### src/design/wp_cfg_defs.svh
// offsets, field positions, reset values and timing counts
`ifndef WP_CFG_DEFS_SVH
`define WP_CFG_DEFS_SVH
// ----------------------------------------
// command codes
// ----------------------------------------
`define WPC_CMD 8'hd0
`define CFG_CMD 8'hd1
// ----------------------------------------
// reset values
// ----------------------------------------
`define WPC_RESET 8'h00
`define CFG_RESET 8'h07
// ----------------------------------------
// field positions
// ----------------------------------------
`define WPC_LOCK_BIT 0
`define WPC_RST_BIT 1
`define CFG_MON_BIT 0
`define CFG_ALERT_BIT 1
`define CFG_FAULT_BIT 2
`define CFG_TMO_BIT 3
`define CFG_PHASE_HI 7
`define CFG_PHASE_LO 6
`define PHASE_SEL_TWO 2'h1
`define PHASE_ONE 2'h1
`define PHASE_TWO 2'h2
// ----------------------------------------
// timing
// ----------------------------------------
`define CLK_HZ 20000000
`define TMO_MS 35
`define TMO_CYCLES ((`TMO_MS * `CLK_HZ) / 1000)
`define BUS_ADDR 7'h40
`endif

### src/design/wp_cfg_pkg.sv
// types for the write-protect and configuration register bank
package wp_cfg_pkg;
   // ----------------------------------------
   // serial slave states
   // ----------------------------------------
   typedef enum logic [3:0] {
      ST_IDLE,
      ST_ADDR,
      ST_ADDR_ACK,
      ST_CMD,
      ST_CMD_ACK,
      ST_WDATA,
      ST_WDATA_ACK,
      ST_RDATA,
      ST_RDATA_ACK,
      ST_IGNORE
   } bus_state_t;
endpackage

### src/design/write_protect_and_config_regs.sv
// write-protect and maker config registers behind a pmbus slave
//
// Behaviour
// - writing 1 to the reset bit restores power-on values unless locked.
// - setting the protect bit freezes the lockable registers read-only.
// - protection, with lockable writes refused, holds until power-on reset.
// - config bits 7:6 pick light-load phases: 01 gives two, else one.
// - config bit 3 set: release the bus after 35 ms idle; bit is lockable.
// - config bit 2 gates the fault pin drive and resets to 1.
// - config bit 1 gates the active-low alert pin.
// - config bit 0 starts the monitor adc converting.
`timescale 1ns/100ps
`include "wp_cfg_defs.svh"
module write_protect_and_config_regs #(
   parameter logic [6:0] BUS_ADDR = `BUS_ADDR,
   parameter int unsigned TIMEOUT_CYCLES = `TMO_CYCLES
) (
   input wire logic i_ref_clk,
   input wire logic i_reset_n,
   input wire logic i_scl,
   input wire logic i_sda,
   output logic o_sda,
   output logic o_sda_oe,
   input wire logic i_fault_req,
   input wire logic i_alert_req,
   output logic o_fault,
   output logic o_fault_oe,
   output logic o_alert_n,
   output logic o_alert_n_oe,
   output logic [1:0] o_light_load_phase_count,
   output logic o_bus_inactivity_release_enable,
   output logic o_monitor_enable,
   output logic o_locked
);
   // ----------------------------------------
   // declarations
   // ----------------------------------------
   logic [2:0] scl_s_q;
   logic [2:0] sda_s_q;
   logic scl_f_q, sda_f_q, scl_p_q, sda_p_q;
   logic scl_rise, scl_fall, bus_start, bus_stop, activity;
   wp_cfg_pkg::bus_state_t state_q;
   logic [3:0] cnt_q;
   logic [7:0] sh_q, cmd_q, tx_q, wr_data_q, rd_data;
   logic rw_q, drive_low_q, wr_stb_q, tmo_hit;
   logic [31:0] tmo_q;
   logic [7:0] wpc_q, cfg_q;
   logic lock;

   assign lock = wpc_q[`WPC_LOCK_BIT];

   // ----------------------------------------
   // pin synchronisers and event detect
   // ----------------------------------------
   // three stages; filtered level moves once stages two and three agree
   always_ff @(posedge i_ref_clk or negedge i_reset_n) begin
      if (!i_reset_n) begin
         scl_s_q <= 3'h7;
         sda_s_q <= 3'h7;
         scl_f_q <= 1'b1;
         sda_f_q <= 1'b1;
         scl_p_q <= 1'b1;
         sda_p_q <= 1'b1;
      end else begin
         scl_s_q <= {scl_s_q[1:0], i_scl};
         sda_s_q <= {sda_s_q[1:0], i_sda};
         if (scl_s_q[1] == scl_s_q[2]) begin
            scl_f_q <= scl_s_q[2];
         end
         if (sda_s_q[1] == sda_s_q[2]) begin
            sda_f_q <= sda_s_q[2];
         end
         scl_p_q <= scl_f_q;
         sda_p_q <= sda_f_q;
      end
   end

   assign scl_rise = scl_f_q & ~scl_p_q;
   assign scl_fall = ~scl_f_q & scl_p_q;
   assign bus_start = scl_f_q & scl_p_q & ~sda_f_q & sda_p_q;
   assign bus_stop = scl_f_q & scl_p_q & sda_f_q & ~sda_p_q;
   assign activity = (scl_f_q ^ scl_p_q) | (sda_f_q ^ sda_p_q);

   // ----------------------------------------
   // bus inactivity timer
   // ----------------------------------------
   // only counts while a transaction is open and not being ignored, address byte included
   always_ff @(posedge i_ref_clk or negedge i_reset_n) begin
      if (!i_reset_n) begin
         tmo_q <= 32'h0;
      end else if (activity || state_q == wp_cfg_pkg::ST_IDLE ||
                   state_q == wp_cfg_pkg::ST_IGNORE || tmo_hit) begin
         tmo_q <= 32'h0;
      end else begin
         tmo_q <= tmo_q + 32'h1;
      end
   end

   assign tmo_hit = cfg_q[`CFG_TMO_BIT] &&
                    (tmo_q >= 32'(TIMEOUT_CYCLES) - 32'h1);

   // ----------------------------------------
   // read data select
   // ----------------------------------------
   always_comb begin
      case (cmd_q)
         `WPC_CMD: rd_data = wpc_q;
         `CFG_CMD: rd_data = cfg_q;
         default: rd_data = 8'h00;
      endcase
   end

   // ----------------------------------------
   // serial slave state machine
   // ----------------------------------------
   always_ff @(posedge i_ref_clk or negedge i_reset_n) begin
      if (!i_reset_n) begin
         state_q <= wp_cfg_pkg::ST_IDLE;
         cnt_q <= 4'h0;
         sh_q <= 8'h00;
         cmd_q <= 8'h00;
         tx_q <= 8'h00;
         wr_data_q <= 8'h00;
         rw_q <= 1'b0;
         drive_low_q <= 1'b0;
         wr_stb_q <= 1'b0;
      end else begin
         wr_stb_q <= 1'b0;
         if (tmo_hit) begin
            state_q <= wp_cfg_pkg::ST_IDLE;
            drive_low_q <= 1'b0;
         end else if (bus_stop) begin
            state_q <= wp_cfg_pkg::ST_IDLE;
            drive_low_q <= 1'b0;
         end else if (bus_start) begin
            state_q <= wp_cfg_pkg::ST_ADDR;
            cnt_q <= 4'h0;
            drive_low_q <= 1'b0;
         end else if (scl_rise) begin
            sh_q <= {sh_q[6:0], sda_f_q};
            cnt_q <= cnt_q + 4'h1;
         end else if (scl_fall) begin
            case (state_q)
               wp_cfg_pkg::ST_ADDR: begin
                  if (cnt_q == 4'h8) begin
                     if (sh_q[7:1] == BUS_ADDR) begin
                        state_q <= wp_cfg_pkg::ST_ADDR_ACK;
                        rw_q <= sh_q[0];
                        drive_low_q <= 1'b1;
                     end else begin
                        state_q <= wp_cfg_pkg::ST_IGNORE;
                     end
                  end
               end
               wp_cfg_pkg::ST_ADDR_ACK: begin
                  cnt_q <= 4'h0;
                  if (rw_q) begin
                     state_q <= wp_cfg_pkg::ST_RDATA;
                     tx_q <= {rd_data[6:0], 1'b0};
                     drive_low_q <= ~rd_data[7];
                  end else begin
                     state_q <= wp_cfg_pkg::ST_CMD;
                     drive_low_q <= 1'b0;
                  end
               end
               wp_cfg_pkg::ST_CMD: begin
                  if (cnt_q == 4'h8) begin
                     cmd_q <= sh_q;
                     state_q <= wp_cfg_pkg::ST_CMD_ACK;
                     drive_low_q <= 1'b1;
                  end
               end
               wp_cfg_pkg::ST_CMD_ACK: begin
                  cnt_q <= 4'h0;
                  state_q <= wp_cfg_pkg::ST_WDATA;
                  drive_low_q <= 1'b0;
               end
               wp_cfg_pkg::ST_WDATA: begin
                  if (cnt_q == 4'h8) begin
                     wr_data_q <= sh_q;
                     wr_stb_q <= 1'b1;
                     state_q <= wp_cfg_pkg::ST_WDATA_ACK;
                     drive_low_q <= 1'b1;
                  end
               end
               wp_cfg_pkg::ST_RDATA: begin
                  if (cnt_q == 4'h8) begin
                     state_q <= wp_cfg_pkg::ST_RDATA_ACK;
                     drive_low_q <= 1'b0;
                  end else begin
                     drive_low_q <= ~tx_q[7];
                     tx_q <= {tx_q[6:0], 1'b0};
                  end
               end
               wp_cfg_pkg::ST_WDATA_ACK,
               wp_cfg_pkg::ST_RDATA_ACK: begin
                  state_q <= wp_cfg_pkg::ST_IGNORE;
                  drive_low_q <= 1'b0;
               end
               default: begin
                  drive_low_q <= 1'b0;
               end
            endcase
         end
      end
   end

   // ----------------------------------------
   // register bank
   // ----------------------------------------
   // only power-on reset clears the lock
   always_ff @(posedge i_ref_clk or negedge i_reset_n) begin
      if (!i_reset_n) begin
         wpc_q <= `WPC_RESET;
         cfg_q <= `CFG_RESET;
      end else if (wr_stb_q && cmd_q == `WPC_CMD && !lock) begin
         if (wr_data_q[`WPC_RST_BIT]) begin
            wpc_q <= `WPC_RESET;
            cfg_q <= `CFG_RESET;
         end else begin
            wpc_q <= {7'h00, wr_data_q[`WPC_LOCK_BIT]};
         end
      end else if (wr_stb_q && cmd_q == `CFG_CMD) begin
         cfg_q <= {wr_data_q[7:6], 2'h0,
                   lock ? cfg_q[`CFG_TMO_BIT] : wr_data_q[3],
                   wr_data_q[2:0]};
      end
   end

   // ----------------------------------------
   // pin gating and decoded outputs
   // ----------------------------------------
   always_ff @(posedge i_ref_clk or negedge i_reset_n) begin
      if (!i_reset_n) begin
         o_fault <= 1'b0;
         o_fault_oe <= 1'b0;
         o_alert_n_oe <= 1'b0;
         o_light_load_phase_count <= `PHASE_ONE;
      end else begin
         o_fault <= i_fault_req;
         o_fault_oe <= cfg_q[`CFG_FAULT_BIT];
         o_alert_n_oe <= cfg_q[`CFG_ALERT_BIT] & i_alert_req;
         o_light_load_phase_count <=
            (cfg_q[7:6] == `PHASE_SEL_TWO) ? `PHASE_TWO : `PHASE_ONE;
      end
   end

   assign o_alert_n = 1'b0;
   assign o_sda = 1'b0;
   assign o_sda_oe = drive_low_q;
   assign o_monitor_enable = cfg_q[`CFG_MON_BIT];
   assign o_bus_inactivity_release_enable = cfg_q[`CFG_TMO_BIT];
   assign o_locked = lock;
endmodule

### config.mk
export PLATFORM = sky130hd
export DESIGN_NAME = write_protect_and_config_regs
export DESIGN_NICKNAME = d
export VERILOG_FILES = /design/src/design/wp_cfg_pkg.sv /design/src/design/write_protect_and_config_regs.sv
export VERILOG_INCLUDE_DIRS = /design/src /design/src/design
export SDC_FILE = /design/constraint.sdc
export NUM_CORES = 1
export LEC_CHECK = 0
export BUFFER_PORTS_ARGS = -buffer_cell sky130_fd_sc_hd__buf_4
export CORE_UTILIZATION = 61
export CTS_CLUSTER_SIZE = 10
export DETAILED_ROUTE_END_ITERATION = 10
export PLACE_DENSITY = 0.91
export SLEW_MARGIN = 20
export SYNTH_ARGS = -nofsm -noshare
export SYNTH_HDL_FRONTEND = slang
export SYNTH_SLANG_ARGS = --single-unit
### constraint.sdc
create_clock -name i_ref_clk -period 4.05 [get_ports i_ref_clk]
set_input_delay 0.6075 -clock i_ref_clk [delete_from_list [all_inputs] [get_ports i_ref_clk]]
set_output_delay 0.6075 -clock i_ref_clk [all_outputs]
set_load 0.03 [all_outputs]
==> qor.yml <==
synthesis:
  syn_area_per_cell_um2: 10.7
  ys_ff_latch: 94
  synth_edf_count: 0
  synth_top_family_by_area: "simple AND/OR/NAND/NOR gates"
  synth-adder-area-share_pct: 2.57
  yosys_most_used_dff: "dfrtp_1"
  synthXorXnorAreaFrac_pct: 6.19
  yosysSeqAreaShare_pct: 50.8
  yosys.area.top_type_share_pct: 42.9
  synth_top_area_cell: "dfrtp_1"
  yosys_warnings: 0
  muxShareOfSynthArea_pct: 8.05
  async_flop_share_pct: 100
  synth.distinct_cells: 70
  syn_area_mm2: 0.00467
  syn_inst: 435
  synth.area.top_cells: "dfrtp_1, dfstp_2, nor2_1"
  synth-compound-area-share_pct: 7.64
  synth_simple_gate_area_share_pct: 21.6
setup_path:
  critical_path_class: "reg -> reg"
  end_kind: "flop"
  startpoint_type: "flop"
  cp.arrival_ns: 2.76
  crit_path_max_fanout: 11
  r2r_slack_ns: 1.54
  required_ns: 4.30
clock_network:
  path_clk_slew_ns: 0.11
  cts_root_buffer: "clkbuf_8"
  postCtsSetupRepairBufs: 0
  cts_buffer_depth: 2
  cts_made_buffers: 9
  clock_sinks: 94
  clock_latency_ns: 0.37
  htreeDepth: 3
  tritoncts: "built"
  cts.repair.resized: 0
  hold_buffers: 0
place:
  finalWeightedCongestion: 0.864
  port_buffers: 14
  placed_area_mm2: 0.00483
  dp_cells: 536
  hpwl_um: 6080
floorplan:
  io_pins: 17
  die_height_um: 89.5
  fp.coreArea_mm2: 0.00733
  die_area_mm2: 0.00800
  chipWidth_um: 89.5
  rows: 31
  start_util_pct: 63.6
global_route:
  grt_max_degree: 85
  antenna_found_initial: 0
  gr-total-overflow: 0
  first_global_vias: 3222
  grt_pass1_wl_um: 15100
  grt_usage_pct: 25.4
layout:
  final_cell_mix: "dfrtp_1, nor2_1, nand2_1"
  drive_gt1_share_pct: 19.2
  instances_no_fill: 552
  stdcell_area_mm2: 0.00504
  layout_commonest_cell: "dfrtp_1"
  antenna_cells: 0
  area_delta_synth_final_pct: 7.94
  nNetsFinal: 462
sta:
  rsz0062_at_grt: "false"
  fin_tns_setup_ns: 0
  fin_worst_skew_ns: 0.0123
  post-route-period-util_pct: 62.1
  max_freq_mhz: 398
  hold_viol: 0
  hold_slack_ns: 0.274
  setup_violations: 0
  drv_slew: 0
  maxSlewHeadroom_pct: 51.7
  period_needed_ns: 2.51
  tightest_slew_ns: 0.725
power:
  ir_worst_vdd_v: 0.000304
  p_per_area_mw_per_mm2: 413
  power_leakage_uw: 0.00213
detailed_routing:
  num_vias: 3259
  drt_first_pass_iters: 5
  drc: 0
  avgRoutedWirePerCell_um: 15.9
  finalWirelength_um: 8770
  ant_nets: 0
  drt-initial-drc-count: 192
  post_drt_via_cell_ratio: 5.90
run_status:
  status: "completed"
flow_run:
  cap_violations: 0
worst_hold_path:
  min_path_type: "in -> async"
[worst max-delay path, cell delays in order, from the launching register on]
cell	delay [ns]
dfrtp_1	0.47
nor4_1	0.33
and3_1	0.20
o221ai_1	0.11
o21ai_1	0.14
buf_4	0.21
and4bb_1	0.57
mux2_4	0.35
[report_power, final]
part | internal (uW) | total (uW) | leakage [uW] | switching, uW
Clock | 242 | 609 | 0.0000942 | 367
Combinational | 138 | 319 | 0.000803 | 182
Sequential | 1020 | 1150 | 0.00124 | 129
Total | 1400 | 2080 | 0.00213 | 678
[synth_stat cells, drive strengths merged, types with 2 or more instances]
cell / n
ha: 8
nand4: 11
o22ai: 2
and3: 6
nor2: 51
buf: 10
o211ai: 4
a311oi: 2
mux2: 28
a21oi: 10
dfstp: 14
mux2i: 3
a32o: 3
nand2b: 7
xnor2: 15
maj3: 2
nor3: 10
xor2: 18
or4: 3
nand4b: 2
o2bb2ai: 3
o22a: 2
nand3: 18
dfrtp: 80
nand3b: 2
a31oi: 2
nor4: 5
nand2: 43
or3: 2
and2: 7
o21ai: 13
nor2b: 4
o221ai: 2
nor4b: 2
and4: 5
inv: 17
clkbuf: 5
[sequential cells by signal, indices dropped and copies added, names as in the netlist, 2 cells and up]
signal	count
scl_s_q	3
cfg_q	6
tmo_q	32
tx_q	7
cmd_q	8
state_q	4
cnt_q	4
wr_data_q	6
o_light_load_phase_count	2
sda_s_q	3
sh_q	8
[kinds of logic (layout without fill, tap and decap cells)]
group / Yosys count / in the layout
DFF: 94 / 94
adders and majority gates: 10 / 10
buffers and inverters: 32 / 49
AOI/OAI and AO/OA: 52 / 52
muxes: 31 / 31
xor gates and xnor gates: 33 / 33
and+or+nand+nor: 182 / 182
other: 1 / 2
[layout make-up]
type / instances / area (um2)
clock buffers: 9 / 124
clock inverters: 7 / 73.8
fillers: 506 / 2290
inverters: 17 / 63.8
multi-input cells: 310 / 2160
flip-flops and latches: 94 / 2370
well taps: 99 / 124
repair buffers: 16 / 124
[metrics by stage]
| stage | utilization [%] | power (uW) | setup slack [ns] |
|---|---|---|---|
| 6_report | 68.7 | 2080 | 1.54 |
| 5_1_grt | 68.7 | 2190 | 1.32 |
| 4_1_cts | 68.6 | 2090 | 1.42 |
| 3_5_place_dp | 65.9 | 1480 | 1.44 |
| 3_3_place_gp | 65.9 | 1470 | 1.53 |
| 2_1_floorplan | - | 1380 | 2.08 |
[per-layer routing]
metal / global-route usage, % / routed length [um] / vias up
li1: - / - / 1553
met5: 0 / 0 / -
met2: 44.1 / 4530 / 70
met4: 8.80 / 132 / 0
met3: 6.65 / 279 / 9
met1: 30.8 / 3830 / 1627
[path summary, 6_finish.rpt]
check / from / cells past startpoint / to
setup / recovery: tmo_q[27] / 7 / cmd_q[6]
hold / removal: i_reset_n / 1 / tmo_q[31]
setup reg to reg: tmo_q[27] / 7 / cmd_q[6]
hold reg to reg: scl_s_q[0] / 0 / scl_s_q[1]
max in group asynchronous: i_reset_n / 2 / cnt_q[0]
min in group i_ref_clk: i_scl / 1 / scl_s_q[0]
Note: power is estimated with default switching activity, not from simulation.
